$ cat src/hw/rhdte_pkg.sv
/*
  package for the half-duplex transmit-enable block: mode byte fields,
  the pin count and reset values.
  assumes a single 50 MHz clock domain and no register bus.
*/
package rhdte_pkg;
  // ==========================================================
  // mode byte layout
  localparam int MODE_IF_LSB = 0;
  localparam int MODE_IF_W = 2;
  localparam logic [1:0] MODE_IF_SINGLE = 2'h0;
  localparam logic [1:0] MODE_IF_FOURWIRE = 2'h1;
  localparam logic [1:0] MODE_IF_TWOWIRE = 2'h3;
  localparam logic [7:0] MODE_RESET = 8'h4C;
  // ==========================================================
  // pin routing and counts
  localparam int NUM_PINS = 3;
  localparam logic [1:0] PIN_SEL_RESET = 2'h0;
  localparam logic POL_RESET = 1'b1;
  // ==========================================================
  // configuration carrier
  typedef struct packed {
    logic [7:0] mode;     // interface mode byte
    logic [1:0] pin_sel;  // 0..2 selects the pin for the enable
    logic active_high;    // 1: enable high on pin
  } rhdte_cfg_t;
endpackage

$ cat src/hw/rhdte_top.sv
/*
  transmit-enable control for a serial port driving an external
  two-wire half-duplex transceiver.
  assumes the serial transmitter and receiver sit on the same clock and
  report their state by level signals; the pin pads are external.
*/
`timescale 1ns/10ps
module rhdte_top #(
  parameter int NPINS = rhdte_pkg::NUM_PINS
) (
  // clock and reset
  input wire logic I_MCLK,
  input wire logic I_SYS_RST,
  // configuration
  input wire logic [7:0] I_MODE,
  input wire logic [1:0] I_PIN_SEL,
  input wire logic I_ACTIVE_HIGH,
  input wire logic I_CFG_LOAD,
  // serial transmitter status
  input wire logic I_TX_PENDING,
  input wire logic I_TX_BUSY,
  // receive line from the transceiver
  input wire logic I_RX_LINE,
  // configurable pins
  input wire logic [NPINS-1:0] I_PIN_IN,
  output logic [NPINS-1:0] O_PIN_OUT,
  output logic [NPINS-1:0] O_PIN_OE_N,
  // status
  output logic O_DRIVER_EN,
  output logic O_TWO_WIRE,
  output logic O_SETUP_ALLOWED,
  output logic O_RX_LINE,
  output logic [NPINS-1:0] O_PIN_SYNC
);

  // ==========================================================
  // configuration latch
  rhdte_pkg::rhdte_cfg_t cfg_q;
  always_ff @(posedge I_MCLK) begin
    if (I_SYS_RST) begin
      cfg_q.mode <= rhdte_pkg::MODE_RESET;
      cfg_q.pin_sel <= rhdte_pkg::PIN_SEL_RESET;
      cfg_q.active_high <= rhdte_pkg::POL_RESET;
    end else if (I_CFG_LOAD) begin
      cfg_q.mode <= I_MODE;
      cfg_q.pin_sel <= I_PIN_SEL;
      cfg_q.active_high <= I_ACTIVE_HIGH;
    end
  end

  // mode decode
  logic [1:0] if_mode;
  logic two_wire;
  assign if_mode = cfg_q.mode[rhdte_pkg::MODE_IF_LSB +: rhdte_pkg::MODE_IF_W];
  assign two_wire = (if_mode == rhdte_pkg::MODE_IF_TWOWIRE);

  // ==========================================================
  // enable state machine
  typedef enum logic [1:0] {ST_IDLE, ST_SEND} rhdte_state_t;
  rhdte_state_t state_q;
  rhdte_state_t state_d;
  logic drv_en_q;

  // next state: pending or shifting data holds the line in two-wire mode
  always_comb begin
    state_d = state_q;
    unique case (state_q)
      ST_IDLE: begin
        if (two_wire && (I_TX_PENDING || I_TX_BUSY)) begin
          state_d = ST_SEND;
        end
      end
      ST_SEND: begin
        if (!two_wire || (!I_TX_PENDING && !I_TX_BUSY)) begin
          state_d = ST_IDLE;
        end
      end
      default: state_d = ST_IDLE;
    endcase
  end

  // state register
  always_ff @(posedge I_MCLK) begin
    if (I_SYS_RST) begin
      state_q <= ST_IDLE;
    end else begin
      state_q <= state_d;
    end
  end

  // registered enable, same edge as the pin so both rise and fall together
  always_ff @(posedge I_MCLK) begin
    if (I_SYS_RST) begin
      drv_en_q <= 1'b0;
    end else begin
      drv_en_q <= (state_d == ST_SEND);
    end
  end

  // ==========================================================
  // pin input synchronisers
  logic [NPINS-1:0] pin_s1_q;
  logic [NPINS-1:0] pin_s2_q;
  logic rx_s1_q;
  logic rx_s2_q;
  always_ff @(posedge I_MCLK) begin
    if (I_SYS_RST) begin
      pin_s1_q <= '0;
      pin_s2_q <= '0;
      rx_s1_q <= 1'b1;
      rx_s2_q <= 1'b1;
    end else begin
      pin_s1_q <= I_PIN_IN;
      pin_s2_q <= pin_s1_q;
      rx_s1_q <= I_RX_LINE;
      rx_s2_q <= rx_s1_q;
    end
  end

  // receive masked to idle while transmitting
  logic rx_q;
  always_ff @(posedge I_MCLK) begin
    if (I_SYS_RST) begin
      rx_q <= 1'b1;
    end else begin
      rx_q <= drv_en_q ? 1'b1 : rx_s2_q;
    end
  end

  // ==========================================================
  // pin routing, one pin carries the enable
  logic [NPINS-1:0] pin_out_q;
  logic [NPINS-1:0] pin_oe_n_q;
  genvar g;
  generate
    for (g = 0; g < NPINS; g++) begin : g_pin
      always_ff @(posedge I_MCLK) begin
        if (I_SYS_RST) begin
          pin_out_q[g] <= 1'b0;
          pin_oe_n_q[g] <= 1'b1;
        end else if (two_wire && (cfg_q.pin_sel == 2'(g))) begin
          pin_oe_n_q[g] <= 1'b0;
          pin_out_q[g] <= (state_d == ST_SEND) ? cfg_q.active_high : !cfg_q.active_high;
        end else begin
          pin_oe_n_q[g] <= 1'b1;
          pin_out_q[g] <= 1'b0;
        end
      end
    end
  endgenerate

  // outputs
  assign O_PIN_OUT = pin_out_q;
  assign O_PIN_OE_N = pin_oe_n_q;
  assign O_DRIVER_EN = drv_en_q;
  assign O_TWO_WIRE = two_wire;
  assign O_SETUP_ALLOWED = (if_mode == rhdte_pkg::MODE_IF_SINGLE);
  assign O_RX_LINE = rx_q;
  assign O_PIN_SYNC = pin_s2_q;
endmodule // rhdte_top

$ cat config.mk
export PLATFORM = sky130hd
export DESIGN_NAME = rhdte_top
export DESIGN_NICKNAME = d
export VERILOG_FILES = /design/src/hw/rhdte_pkg.sv /design/src/hw/rhdte_top.sv
export SDC_FILE = /design/constraint.sdc
export NUM_CORES = 1
export LEC_CHECK = 0
export BUFFER_PORTS_ARGS = -buffer_cell sky130_fd_sc_hd__buf_4
export CAP_MARGIN = 20
export CORE_UTILIZATION = 38
export CTS_CLUSTER_SIZE = 25
export DETAILED_ROUTE_END_ITERATION = 12
export PLACE_DENSITY_LB_ADDON = 0.1
export SETUP_SLACK_MARGIN = 0.1
export SLEW_MARGIN = 20
export SYNTH_ARGS = -nofsm -noshare
export SYNTH_HDL_FRONTEND = slang
export SYNTH_SLANG_ARGS = --single-unit
$ cat constraint.sdc
create_clock -name I_MCLK -period 1 [get_ports I_MCLK]
set_input_delay 0.15 -clock I_MCLK [delete_from_list [all_inputs] [get_ports I_MCLK]]
set_output_delay 0.15 -clock I_MCLK [all_outputs]
set_load 0.05 [all_outputs]
# Word level (Yosys, flattened, before mapping)
# Cells that the tools add are included.
# W data, S select, Z words.
[op_classes]
eq_ne = 5
muxes = 7
bitwise_logic = 3
reduce_logical = 18
[op_table]
columns = ["cell", "count"]
rows = [
  ["$reduce_or A2 Y1", 4],
  ["$eq A2 B1 Y1 const B", 3],
  ["$logic_not A2 Y1", 3],
  ["$logic_and A1 B1 Y1", 5],
  ["$eq A2 B2 Y1 const B", 2],
  ["$logic_not A1 Y1", 4],
  ["$mux W1", 4],
  ["$mux W2", 2],
  ["$pmux W2 S2", 1],
  ["$not A1 Y1", 3],
  ["$logic_or A1 B1 Y1", 2],
]
[word_totals]
register_bits = 23
in_bits = 20
out_inout_bits = 13
wordCells = 49

# Depth between registers and ports, before layout
# Gate-level depths: netlist (run 1).
[depth]
word_depth = 7
mapped_depth = 3
ltp_nobuf = 3

# Worst setup path after synthesis (run 1)
# No wires, ideal clock.
[synth_timing]
path_type = "register to output"
from = "register cfg_q[4] in the netlist's numbering"
to = "output port O_SETUP_ALLOWED"
arrival_ps = 999
required_ps = 850
path_slack_ps = -149
stages_incl_launch_ff = 2
path_buffers = 0
path_cell_list = "dfxtp_1 -> nor2_1"
[synth_via]
elab_chain_len = 1
[synth_rtl]
columns = ["element", "line_no", "text"]
rows = [
  ["from (decl)", "rhdte_top.sv:38", "rhdte_pkg::rhdte_cfg_t cfg_q;"],
  ["$logic_not A2 Y1", "rhdte_top.sv:157", "assign O_SETUP_ALLOWED = (if_mode == rhdte_pkg::MODE_IF_SINGLE);"],
  ["to (decl)", "rhdte_top.sv:31", "output logic O_SETUP_ALLOWED,"],
]
# Every way passes these cells.

# Worst setup path after layout (run 1)
[layout_timing]
from = "register cfg_q[3] in the netlist's numbering"
to = "output port O_TWO_WIRE"
[layout_via]
elab_chain_len = 1
[layout_rtl]
columns = ["element", "line_no", "text"]
rows = [
  ["$eq A2 B2 Y1", "rhdte_top.sv:55", "assign two_wire = (if_mode == rhdte_pkg::MODE_IF_TWOWIRE);"],
  ["to (decl)", "rhdte_top.sv:30", "output logic O_TWO_WIRE,"],
]
# Every way passes these cells.

==> impl_metrics.prom, run 1 <==
# TYPE chip_impl_metric gauge
chip_impl_info{name="run_status",value="complete, but fails checks"} 1
chip_impl_metric{name="postSynthNetCount",unit=""} 78
chip_impl_info{name="grt-busiest-layer",value="met2"} 1
chip_impl_metric{name="wl",unit="mm"} 1.12
chip_impl_info{name="critical_path_s_slowest_cell",value="sky130_fd_sc_hd__dfxtp_2"} 1
chip_impl_metric{name="met2_usage",unit=""} 0.197
chip_impl_metric{name="post_drt_wl_per_cell",unit="um"} 9.64
chip_impl_metric{name="number_of_drc_violations_after_detailed_routing",unit=""} 0
chip_impl_metric{name="ys_seq_area_frac",unit=""} 0.648
chip_impl_info{name="mostFrequentLayoutCell",value="sky130_fd_sc_hd__buf_4"} 1
chip_impl_metric{name="grt_pass1_wl",unit="mm"} 1.81
chip_impl_metric{name="internal-power",unit="mW"} 1.16
chip_impl_metric{name="path_clk_slew",unit="ns"} 0.12
chip_impl_metric{name="initial_utilization",unit=""} 0.426
chip_impl_metric{name="share_of_cells_above_drive_strength_1",unit=""} 0.630
chip_impl_metric{name="synthXorXnorAreaFrac",unit=""} 0
chip_impl_metric{name="max_freq",unit="MHz"} 833
chip_impl_metric{name="ant_nets",unit=""} 0
chip_impl_info{name="min_path_type",value="primary input to register"} 1
chip_impl_metric{name="final_nets",unit=""} 114
chip_impl_metric{name="fillerInstances",unit=""} 123
chip_impl_metric{name="rows",unit=""} 14
chip_impl_metric{name="routing_usage_on_met1",unit=""} 0.158
chip_impl_info{name="critical_path.top_delay_family",value="flip-flops"} 1
chip_impl_info{name="main_combinational_cell_family_by_area_after_synthesis",value="simple AND/OR/NAND/NOR gates"} 1
chip_impl_metric{name="synth_mux_area_frac",unit=""} 0.0589
chip_impl_metric{name="pwr_density_cell",unit="mW/mm^2"} 1360
chip_impl_metric{name="global_route.overflow_total",unit=""} 0
chip_impl_metric{name="post-layout-total-power",unit="mW"} 1.52
chip_impl_info{name="violations",value="negative setup slack"} 1
chip_impl_metric{name="irDropWorstVdd",unit="V"} 0.000872
chip_impl_metric{name="skew",unit="ns"} 0.00398
chip_impl_metric{name="place_hpwl",unit="um"} 734
chip_impl_metric{name="grt_util_all_layers",unit=""} 0.132
chip_impl_info{name="ctsRootBufferMaster",value="sky130_fd_sc_hd__clkbuf_4"} 1
chip_impl_metric{name="synth.cell_area",unit="um^2"} 679
chip_impl_info{name="most_frequent_cells_in_the_layout",value="sky130_fd_sc_hd__buf_4, sky130_fd_sc_hd__dfxtp_2, sky130_fd_sc_hd__buf_8"} 1
chip_impl_metric{name="maxCapViolations",unit=""} 0
chip_impl_metric{name="power_switching",unit="mW"} 0.363
chip_impl_metric{name="yosys.area_share.adder",unit=""} 0
chip_impl_metric{name="drt-pass1-iter-count",unit=""} 2
chip_impl_metric{name="critPathBufInv",unit=""} 2
chip_impl_metric{name="globalRouteMet3Util",unit=""} 0.0490
chip_impl_metric{name="dp.cells",unit=""} 111
chip_impl_metric{name="place.gp.congestion",unit=""} 0.655
chip_impl_metric{name="number_of_pins_with_negative_max_slew_slack_in_the_final_report",unit=""} 0
chip_impl_metric{name="pwr-share-seq",unit=""} 0.609
chip_impl_metric{name="design.core.area",unit="mm^2"} 0.00159
chip_impl_metric{name="power.combinational.fraction",unit=""} 0.132
chip_impl_metric{name="synth_compound_area_frac",unit=""} 0.0387
chip_impl_metric{name="post_drt_via_cell_ratio",unit=""} 4.28
chip_impl_metric{name="postSynthCellCount",unit=""} 58
chip_impl_metric{name="slowest_delay",unit="ns"} 0.35
chip_impl_metric{name="drt-initial-drc-count",unit=""} 2
chip_impl_metric{name="setup_violations",unit=""} 5
chip_impl_metric{name="post-route-min-period",unit="ns"} 1.20
chip_impl_metric{name="numCtsBuffers",unit=""} 3
chip_impl_metric{name="antenna-diode-count",unit=""} 0
chip_impl_metric{name="multi_input_comb_area",unit="um^2"} 255
chip_impl_metric{name="synth-seq-cells",unit=""} 22
chip_impl_metric{name="syn_area_per_cell",unit="um^2"} 11.7
chip_impl_metric{name="postLayoutSetupSlackWorst",unit="ns"} -0.201
chip_impl_metric{name="area.sequential",unit="um^2"} 457
chip_impl_info{name="cts_tree",value="built"} 1
chip_impl_metric{name="clock_tree.htree_level_count",unit=""} 1
chip_impl_metric{name="number_of_global_route_vias_before_repair",unit=""} 426
chip_impl_metric{name="layout-area-overhead-vs-synth",unit="%"} 64.5
chip_impl_info{name="setup.worst_path.end_class",value="primary output"} 1
chip_impl_metric{name="number_of_antenna_violations_at_the_first_check_in_global_routing",unit=""} 0
chip_impl_metric{name="io_buffers",unit=""} 26
chip_impl_metric{name="leak",unit="nW"} 0.500
chip_impl_metric{name="design.die.area",unit="mm^2"} 0.00196
chip_impl_metric{name="vias",unit=""} 496
chip_impl_metric{name="clock_insertion_delay_worst_skew",unit="ns"} 0.30
chip_impl_metric{name="pin_count_of_the_biggest_net_entering_global_routing",unit=""} 16
chip_impl_metric{name="synth-simple-area-share",unit=""} 0.238
chip_impl_metric{name="hold_viol_final",unit=""} 0
chip_impl_metric{name="die_height",unit="um"} 44.3
chip_impl_info{name="worst_setup_path_start_kind",value="register"} 1
chip_impl_metric{name="ys_types",unit=""} 18
chip_impl_metric{name="maximum_count_of_clock_buffers_along_a_single_path",unit=""} 2
chip_impl_metric{name="critPathRequiredTime",unit="ns"} 0.85
chip_impl_metric{name="yosys_warnings",unit=""} 0
chip_impl_info{name="rsz0062_at_grt",value="yes"} 1
chip_impl_metric{name="die_width",unit="um"} 44.3
chip_impl_metric{name="ioPinCount",unit=""} 33
chip_impl_metric{name="tritoncts_num_sinks",unit=""} 22
chip_impl_metric{name="postCtsHoldBufs",unit=""} 0
chip_impl_metric{name="sw_frac_of_total",unit=""} 0.238
chip_impl_info{name="crit_chain",value="buf_6, and2_4, buf_8"} 1
chip_impl_metric{name="critical_path_arrival",unit="ns"} 1.05
chip_impl_info{name="timing.setup.critical_path_class",value="register to primary output"} 1
chip_impl_metric{name="min_period_over_period",unit=""} 1.20
chip_impl_metric{name="finalNonFillerCells",unit=""} 116
chip_impl_metric{name="share_clk_of_total_power",unit=""} 0.258
chip_impl_metric{name="critical_path.max_fanout",unit=""} 3
==> metrics by stage <==
step           utilization  hold WS [ns]  setup WS (ns)  TNS (ns)  cell area (um^2)
2_1_floorplan            -         0.222        -0.0423    -0.127               687
3_3_place_gp         0.591         0.337        -0.0593    -0.175               942
3_5_place_dp         0.591         0.337        -0.0685    -0.192               942
4_1_cts              0.693        0.0186         -0.198    -0.855              1100
5_1_grt              0.701       0.00908         -0.245     -1.09              1120
6_report             0.701        0.0246         -0.201    -0.849              1120
==> cells in the mapped netlist <==
library cell	number	area (um^2)
sky130_fd_sc_hd__nor2b_1	8	50.1
sky130_fd_sc_hd__nand4b_1	1	8.76
sky130_fd_sc_hd__and2_1	1	6.26
sky130_fd_sc_hd__nor3b_2	1	12.5
sky130_fd_sc_hd__nand3_1	1	5.00
sky130_fd_sc_hd__o211ai_2	1	12.5
sky130_fd_sc_hd__or3_1	2	12.5
sky130_fd_sc_hd__and3b_1	3	26.3
sky130_fd_sc_hd__mux2i_1	4	40.0
sky130_fd_sc_hd__or2_2	2	12.5
sky130_fd_sc_hd__clkbuf_1	2	7.51
sky130_fd_sc_hd__nand2_1	1	3.75
sky130_fd_sc_hd__a211o_1	1	8.76
sky130_fd_sc_hd__o21ai_0	1	5.00
sky130_fd_sc_hd__nor2_1	5	18.8
sky130_fd_sc_hd__nor3_1	1	5.00
sky130_fd_sc_hd__conb_1	1	3.75
sky130_fd_sc_hd__dfxtp_1	22	440
==> final cells by class <==
type                            instances  area share
Clock buffer                            3      0.0202
Tap cell                               24      0.0269
Multi-Input combinational cell         34       0.228
Timing Repair Buffer                   33       0.316
Sequential cell                        22       0.409
==> worst register-to-register path, cell delays in order, from the launching register on <==
cell and delay (ns):
sky130_fd_sc_hd__dfxtp_2 0.36, sky130_fd_sc_hd__buf_4 0.11, sky130_fd_sc_hd__o211ai_2 0.08, sky130_fd_sc_hd__or3_4 0.34, sky130_fd_sc_hd__and3b_1 0.17
==> state kept, by name, indices dropped and copies added, names as in the netlist <==
| signal | flops |
|---|---|
| O_DRIVER_EN | 1 |
| state_q | 1 |
| O_PIN_SYNC | 3 |
| cfg_q | 5 |
| O_PIN_OE_N | 3 |
| O_RX_LINE | 1 |
| rx_s1_q | 1 |
| pin_s1_q | 3 |
| rx_s2_q | 1 |
| O_PIN_OUT | 3 |
==> logic make-up after synthesis <==
logic type | after synthesis
buffers and inverters | 2
other | 1
multiplexers | 4
AO/OA/AOI/OAI | 3
AND/OR/NAND/NOR | 26
flip-flops | 22
==> routing by layer <==
layer	routed length, um	up-vias
li1	-	263
met1	506	215
met2	549	18
met3	62	0
met4	0	0
met5	0	-
==> worst paths after layout <==
path              from            to  slack [ns]  cells after the start
max           cfg_q[3]    O_TWO_WIRE       -0.20                      3
min          I_RX_LINE       rx_s1_q        0.02                      2
max reg2reg   cfg_q[3]  O_PIN_OUT[2]       -0.16                      4
min reg2reg    rx_s2_q     O_RX_LINE        0.42                      1
==> power by group through the flow <==
stage / registers, mW / logic, mW / clock network [mW]
CTS: 0.927 / 0.201 / 0.397
finish: 0.928 / 0.201 / 0.394
floorplan: 0.967 / 0.0650 / 0
global route: 0.932 / 0.218 / 0.447
detailed placement: 0.944 / 0.170 / 0
global placement: 0.943 / 0.168 / 0
==> repair_timing <==
| item | CTS | global route |
|---|---|---|
| endpoints found under the setup margin | 16 | 20 |
| resized for setup | 40 | 4 |
| setup buffers | 2 | 0 |
| pin swaps | 2 | 2 |
| gates cloned | 0 | 0 |
Note: power is estimated with default switching activity, not from simulation.
==> inputs of run 2 (changes only) <==
SETUP_SLACK_MARGIN = not set   (was 0.1)
==> run 2 against run 1 <==
Compared with the run above: the run still ends with negative setup slack left; sequential share of layout area up 2.3 points; cell count up 0.86%; largest cell class unchanged; combinational power down 2%; register-to-register slack about the same; clock skew down 0.0033 ns; core utilization down 5.5 points; clock-buffer cell count unchanged; non-clock buffer count up 1; via count down 1.6%; largest power group unchanged; first-iteration DRC count rose to 3.5 times the previous value; hold slack better by 0.0077 ns.
==> impl_metrics.prom, run 2 (synthesized netlist as in run 1, its figures left out) <==
# TYPE chip_impl_metric gauge
chip_impl_metric{name="ant_nets",unit=""} 0
chip_impl_metric{name="fin_hold_ws",unit="ns"} 0.0323
chip_impl_metric{name="clock_insertion_delay_worst_skew",unit="ns"} 0.29
chip_impl_info{name="rsz0062_at_grt",value="yes"} 1
chip_impl_metric{name="drt-pass1-iter-count",unit=""} 4
chip_impl_metric{name="placed_area",unit="um^2"} 940
chip_impl_info{name="cts_tree",value="built"} 1
chip_impl_metric{name="die_height",unit="um"} 44.3
chip_impl_metric{name="final_nets",unit=""} 115
chip_impl_info{name="run_status",value="complete, but fails checks"} 1
chip_impl_metric{name="rows",unit=""} 14
chip_impl_metric{name="number_of_global_route_vias_before_repair",unit=""} 417
chip_impl_metric{name="pin_count_of_the_biggest_net_entering_global_routing",unit=""} 16
chip_impl_metric{name="design.die.area",unit="mm^2"} 0.00196
chip_impl_metric{name="vias",unit=""} 488
chip_impl_metric{name="setup_violations",unit=""} 5
chip_impl_metric{name="number_of_pins_with_negative_max_slew_slack_in_the_final_report",unit=""} 0
chip_impl_metric{name="reg2reg_setup_slack",unit="ns"} -0.15
chip_impl_info{name="ctsRootBufferMaster",value="sky130_fd_sc_hd__clkbuf_4"} 1
chip_impl_metric{name="numCtsBuffers",unit=""} 3
chip_impl_metric{name="critPathRequiredTime",unit="ns"} 0.85
chip_impl_info{name="largest_register_by_flop_count",value="cfg_q"} 1
chip_impl_metric{name="post_drt_wl_per_cell",unit="um"} 9.56
chip_impl_metric{name="wl",unit="mm"} 1.12
chip_impl_info{name="worst_setup_path_start_kind",value="register"} 1
chip_impl_metric{name="number_of_drc_violations_after_detailed_routing",unit=""} 0
chip_impl_info{name="endpoint",value="O_TWO_WIRE"} 1
chip_impl_metric{name="tritoncts_num_sinks",unit=""} 22
chip_impl_metric{name="post-layout-total-power",unit="mW"} 1.50
chip_impl_metric{name="ioPinCount",unit=""} 33
chip_impl_metric{name="path_clk_slew",unit="ns"} 0.11
chip_impl_metric{name="irDropWorstVdd",unit="V"} 0.00107
chip_impl_metric{name="postCtsHoldBufs",unit=""} 0
chip_impl_info{name="most_frequent_cells_in_the_layout",value="sky130_fd_sc_hd__buf_4, sky130_fd_sc_hd__dfxtp_1, sky130_fd_sc_hd__nor2b_1"} 1
chip_impl_metric{name="postLayoutSetupSlackWorst",unit="ns"} -0.192
chip_impl_metric{name="place_hpwl",unit="um"} 820
chip_impl_metric{name="drt-initial-drc-count",unit=""} 7
chip_impl_metric{name="grt_util_all_layers",unit=""} 0.126
chip_impl_metric{name="max_freq",unit="MHz"} 839
chip_impl_metric{name="pwr_density_cell",unit="mW/mm^2"} 1460
chip_impl_metric{name="initial_utilization",unit=""} 0.426
chip_impl_metric{name="antenna-diode-count",unit=""} 0
chip_impl_metric{name="largest_register_ffs",unit=""} 5
chip_impl_info{name="rr_startpoint",value="cfg_q[3]"} 1
chip_impl_metric{name="die_width",unit="um"} 44.3
chip_impl_metric{name="clock_tree.htree_level_count",unit=""} 1
chip_impl_info{name="crit-reg2reg-capture",value="O_PIN_OUT[1]"} 1
chip_impl_metric{name="design.core.area",unit="mm^2"} 0.00159
chip_impl_metric{name="global_route.overflow_total",unit=""} 0
chip_impl_metric{name="number_of_antenna_violations_at_the_first_check_in_global_routing",unit=""} 0
chip_impl_metric{name="maximum_count_of_clock_buffers_along_a_single_path",unit=""} 2
chip_impl_metric{name="io_buffers",unit=""} 26
chip_impl_metric{name="hold_viol_final",unit=""} 0
chip_impl_info{name="mostFrequentLayoutCell",value="sky130_fd_sc_hd__buf_4"} 1
chip_impl_info{name="timing.setup.critical_path_class",value="register to primary output"} 1
chip_impl_metric{name="final_area",unit="mm^2"} 0.00103
chip_impl_metric{name="critical_path_arrival",unit="ns"} 1.04
chip_impl_metric{name="maxCapViolations",unit=""} 0
chip_impl_info{name="violations",value="negative setup slack"} 1
chip_impl_metric{name="grt_pass1_wl",unit="mm"} 1.77
chip_impl_metric{name="skew",unit="ns"} 0.000725
chip_impl_metric{name="fillerInstances",unit=""} 136
chip_impl_metric{name="place.gp.congestion",unit=""} 0.656
chip_impl_metric{name="layout-area-overhead-vs-synth",unit="%"} 51.6
chip_impl_metric{name="r2r_cells",unit=""} 4
chip_impl_metric{name="post_drt_via_cell_ratio",unit=""} 4.17
chip_impl_metric{name="post-route-min-period",unit="ns"} 1.19
chip_impl_metric{name="min_period_over_period",unit=""} 1.19
chip_impl_metric{name="critical_path.max_fanout",unit=""} 3
chip_impl_info{name="setup.worst_path.end_class",value="primary output"} 1
chip_impl_metric{name="leak",unit="nW"} 0.479
chip_impl_metric{name="share_of_cells_above_drive_strength_1",unit=""} 0.505
chip_impl_info{name="critical_path.startpoint",value="cfg_q[3]"} 1
chip_impl_info{name="min_path_type",value="primary input to register"} 1
## run 2: cell count changes in the layout (fill, tap and decap cells not counted), moves of 2 or more
cell	delta
sky130_fd_sc_hd__dfxtp_2	-10
sky130_fd_sc_hd__buf_8	-11
sky130_fd_sc_hd__dfxtp_1	+10
sky130_fd_sc_hd__buf_4	+10
sky130_fd_sc_hd__buf_6	+2
## run 2: metal layers
layer  routed length [um]  GRT usage  part of all wire  vias up
met5                    0          0                 0        -
met4                    0     0.0545                 0        0
met3                   51     0.0367             0.046        0
met2                  562      0.206              0.50       16
met1                  505      0.156              0.45      208
li1                     -          -                 -      264
## run 2: through the flow
step	utilization	TNS, ns	std cells	setup slack (ns)
final	0.646	-0.807	117	-0.192
after global routing	0.646	-1.05	117	-0.226
after CTS	0.632	-0.814	116	-0.188
after detailed placement	0.589	-0.247	111	-0.0883
after global placement	0.589	-0.174	111	-0.0593
after floorplan	-	-0.127	58	-0.0423
## run 2: where the power goes
part	total, mW	internal, mW	switching (mW)	leakage, nW
sequential	0.925	0.908	0.0167	0.182
clock	0.378	0.140	0.238	0.0138
combinational	0.196	0.104	0.0923	0.283
total	1.50	1.15	0.347	0.479
## run 2: what timing repair did
| action | CTS | global route |
|---|---|---|
| gates resized for setup | 9 | 4 |
| setup endpoints to repair | 5 | 9 |
| buffers inserted | 2 | 1 |
## run 2: how the worst min path moves through the flow
stage | from | to | slack (ns) | depth (start not counted)
finish | I_RX_LINE | rx_s1_q | 0.03 | 2
global route | I_RX_LINE | rx_s1_q | 0.03 | 2
CTS | I_RX_LINE | rx_s1_q | 0.03 | 2
detailed placement | I_RX_LINE | rx_s1_q | 0.34 | 2
global placement | I_RX_LINE | rx_s1_q | 0.34 | 2
floorplan | I_SYS_RST | O_PIN_SYNC[0] | 0.22 | 1
## run 2: area by class of cell
type                    count  area (um^2)  area share
flip-flops and latches     22          444       0.431
multi-input cells          34          248       0.241
well taps                  24         30.0      0.0292
clock buffers               3         22.5      0.0219
repair buffers             34          285       0.277
## run 2: worst max-delay path, cell delays in order (launching register included)
cell                      delay [ns]
sky130_fd_sc_hd__dfxtp_2        0.35
sky130_fd_sc_hd__buf_6          0.11
sky130_fd_sc_hd__and2_4         0.15
sky130_fd_sc_hd__buf_8          0.14
==> inputs of run 3 (changes only) <==
--- a/config.mk
+++ b/config.mk
@@ -12,4 +12,5 @@
 export DETAILED_ROUTE_END_ITERATION = 12
 export PLACE_DENSITY_LB_ADDON = 0.1
+export REMOVE_ABC_BUFFERS = 1
 export SLEW_MARGIN = 20
 export SYNTH_ARGS = -nofsm -noshare
==> constraint.sdc (replaced) <==
create_clock -name I_MCLK -period 1 [get_ports I_MCLK]
set_input_delay 0.05 -clock I_MCLK [delete_from_list [all_inputs] [get_ports I_MCLK]]
set_output_delay 0.05 -clock I_MCLK [all_outputs]
set_load 0.05 [all_outputs]
==> run 3 against run 2 <==
Compared with the run above: the flow still finishes with violations (negative setup slack); sequential power about the same; die area did not move; critical path depth grew 1; register-to-register slack gained 0.03 ns; critical path type unchanged.
==> impl_metrics.prom, run 3 (synthesized netlist as in run 1, its figures left out) <==
# TYPE chip_impl_metric gauge
chip_impl_info{name="ctsRootBufferMaster",value="sky130_fd_sc_hd__clkbuf_4"} 1
chip_impl_metric{name="global_route.overflow_total",unit=""} 0
chip_impl_info{name="min_path_type",value="primary input to register"} 1
chip_impl_metric{name="irDropWorstVdd",unit="V"} 0.00143
chip_impl_metric{name="number_of_pins_with_negative_max_slew_slack_in_the_final_report",unit=""} 0
chip_impl_metric{name="wl",unit="mm"} 1.18
chip_impl_metric{name="largest_register_ffs",unit=""} 5
chip_impl_metric{name="ioPinCount",unit=""} 33
chip_impl_metric{name="clock_tree.htree_level_count",unit=""} 1
chip_impl_metric{name="post-route-min-period",unit="ns"} 1.19
chip_impl_info{name="worst_setup_path_start_kind",value="register"} 1
chip_impl_metric{name="post_drt_wl_per_cell",unit="um"} 9.29
chip_impl_metric{name="final_area",unit="mm^2"} 0.00114
chip_impl_metric{name="path_clk_slew",unit="ns"} 0.12
chip_impl_info{name="timing.setup.critical_path_class",value="register to primary output"} 1
chip_impl_metric{name="clock_insertion_delay_worst_skew",unit="ns"} 0.30
chip_impl_metric{name="grt_util_all_layers",unit=""} 0.137
chip_impl_metric{name="grt_pass1_wl",unit="mm"} 1.89
chip_impl_metric{name="critical_path.max_fanout",unit=""} 4
chip_impl_metric{name="setup_violations",unit=""} 5
chip_impl_metric{name="tritoncts_num_sinks",unit=""} 22
chip_impl_info{name="mostFrequentLayoutCell",value="sky130_fd_sc_hd__buf_4"} 1
chip_impl_metric{name="place.gp.congestion",unit=""} 0.681
chip_impl_metric{name="maxCapViolations",unit=""} 0
chip_impl_metric{name="pin_count_of_the_biggest_net_entering_global_routing",unit=""} 18
chip_impl_metric{name="drt-pass1-iter-count",unit=""} 2
chip_impl_metric{name="post_drt_via_cell_ratio",unit=""} 4.14
chip_impl_metric{name="hold_viol_final",unit=""} 0
chip_impl_metric{name="placed_area",unit="um^2"} 935
chip_impl_metric{name="design.core.area",unit="mm^2"} 0.00159
chip_impl_metric{name="io_buffers",unit=""} 26
chip_impl_metric{name="pwr_density_cell",unit="mW/mm^2"} 1590
chip_impl_metric{name="number_of_drc_violations_after_detailed_routing",unit=""} 0
chip_impl_metric{name="layout-area-overhead-vs-synth",unit="%"} 67.4
chip_impl_info{name="rsz0062_at_grt",value="yes"} 1
chip_impl_metric{name="rows",unit=""} 14
chip_impl_info{name="setup.worst_path.end_class",value="primary output"} 1
chip_impl_metric{name="die_height",unit="um"} 44.3
chip_impl_metric{name="critical_path_arrival",unit="ns"} 1.14
chip_impl_info{name="violations",value="negative setup slack"} 1
chip_impl_info{name="most_frequent_cells_in_the_layout",value="sky130_fd_sc_hd__buf_4, sky130_fd_sc_hd__dfxtp_1, sky130_fd_sc_hd__dlygate4sd3_1"} 1
chip_impl_metric{name="ant_nets",unit=""} 0
chip_impl_metric{name="number_of_global_route_vias_before_repair",unit=""} 461
chip_impl_metric{name="fillerInstances",unit=""} 118
chip_impl_metric{name="finalNonFillerCells",unit=""} 127
chip_impl_metric{name="die_width",unit="um"} 44.3
chip_impl_metric{name="min_period_over_period",unit=""} 1.19
chip_impl_metric{name="antenna-diode-count",unit=""} 0
chip_impl_metric{name="max_freq",unit="MHz"} 839
chip_impl_metric{name="dp.cells",unit=""} 111
chip_impl_metric{name="design.die.area",unit="mm^2"} 0.00196
chip_impl_metric{name="critPathRequiredTime",unit="ns"} 0.95
chip_impl_metric{name="numCtsBuffers",unit=""} 3
chip_impl_metric{name="leak",unit="nW"} 0.527
chip_impl_metric{name="maximum_count_of_clock_buffers_along_a_single_path",unit=""} 2
chip_impl_metric{name="drt-initial-drc-count",unit=""} 2
chip_impl_metric{name="hold_critical_path_depth",unit=""} 2
chip_impl_info{name="largest_register_by_flop_count",value="cfg_q"} 1
chip_impl_metric{name="initial_utilization",unit=""} 0.426
chip_impl_metric{name="vias",unit=""} 526
chip_impl_metric{name="share_of_cells_above_drive_strength_1",unit=""} 0.447
chip_impl_info{name="run_status",value="complete, but fails checks"} 1
chip_impl_metric{name="number_of_antenna_violations_at_the_first_check_in_global_routing",unit=""} 0
chip_impl_metric{name="skew",unit="ns"} 0.00930
chip_impl_metric{name="postLayoutSetupSlackWorst",unit="ns"} -0.191
chip_impl_metric{name="final_nets",unit=""} 124
chip_impl_metric{name="r2r_cells",unit=""} 4
chip_impl_info{name="cts_tree",value="built"} 1
==> run 3: per-stage QoR <==
stage / setup slack [ns] / power [mW] / util / setup TNS [ns] / hold WS, ns
after floorplan: -0.0793 / 1.02 / - / -0.287 / 0.122
after global placement: -0.0531 / 1.11 / 0.586 / -0.158 / 0.238
after detailed placement: -0.0577 / 1.11 / 0.586 / -0.169 / 0.238
after CTS: -0.199 / 1.82 / 0.709 / -0.739 / 0.0181
after global routing: -0.231 / 1.88 / 0.714 / -0.925 / 0.0299
final: -0.191 / 1.80 / 0.714 / -0.728 / 0.0319
==> run 3: final timing paths <==
path | end | start | slack, ns
max | O_TWO_WIRE | cfg_q[4] | -0.19
min | O_PIN_SYNC[1] | I_SYS_RST | 0.03
max reg2reg | O_PIN_OUT[0] | cfg_q[4] | -0.12
min reg2reg | rx_s2_q | rx_s1_q | 0.41
==> run 3: final cells by class <==
type / count / area [um^2] / area share
clock buffers: 3 / 22.5 / 0.0198
well taps: 24 / 30.0 / 0.0264
repair buffers: 43 / 375 / 0.330
clock inverters: 1 / 30.0 / 0.0264
flip-flops and latches: 22 / 443 / 0.389
multi-input cells: 34 / 236 / 0.208
==> run 3: critical path, cell delays in order (launching register included) <==
cell and delay (ns):
sky130_fd_sc_hd__dfxtp_2 0.34, sky130_fd_sc_hd__buf_6 0.11, sky130_fd_sc_hd__buf_6 0.11, sky130_fd_sc_hd__and2_4 0.15, sky130_fd_sc_hd__buf_8 0.14
==> run 3: layer usage <==
layer | vias to the layer above | part of all wire | global-route usage
met3 | 0 | 0.050 | 0.0612
met4 | 0 | 0 | 0.0545
met5 | - | 0 | 0
met2 | 20 | 0.47 | 0.215
li1 | 279 | - | -
met1 | 227 | 0.48 | 0.165
==> run 3: where the power goes <==
part / switching [mW] / internal (mW) / total [mW]
Combinational: 0.0981 / 0.128 / 0.226
Clock: 0.250 / 0.405 / 0.655
Sequential: 0.0147 / 0.908 / 0.923
==> run 3: repair_timing <==
action | in CTS | in global routing
endpoints found under the hold margin | 9 | 0
resized for setup | 10 | 3
setup endpoints to repair | 5 | 5
hold buffers | 9 | 0
buffers inserted | 3 | 0
pin swaps | 1 | 0
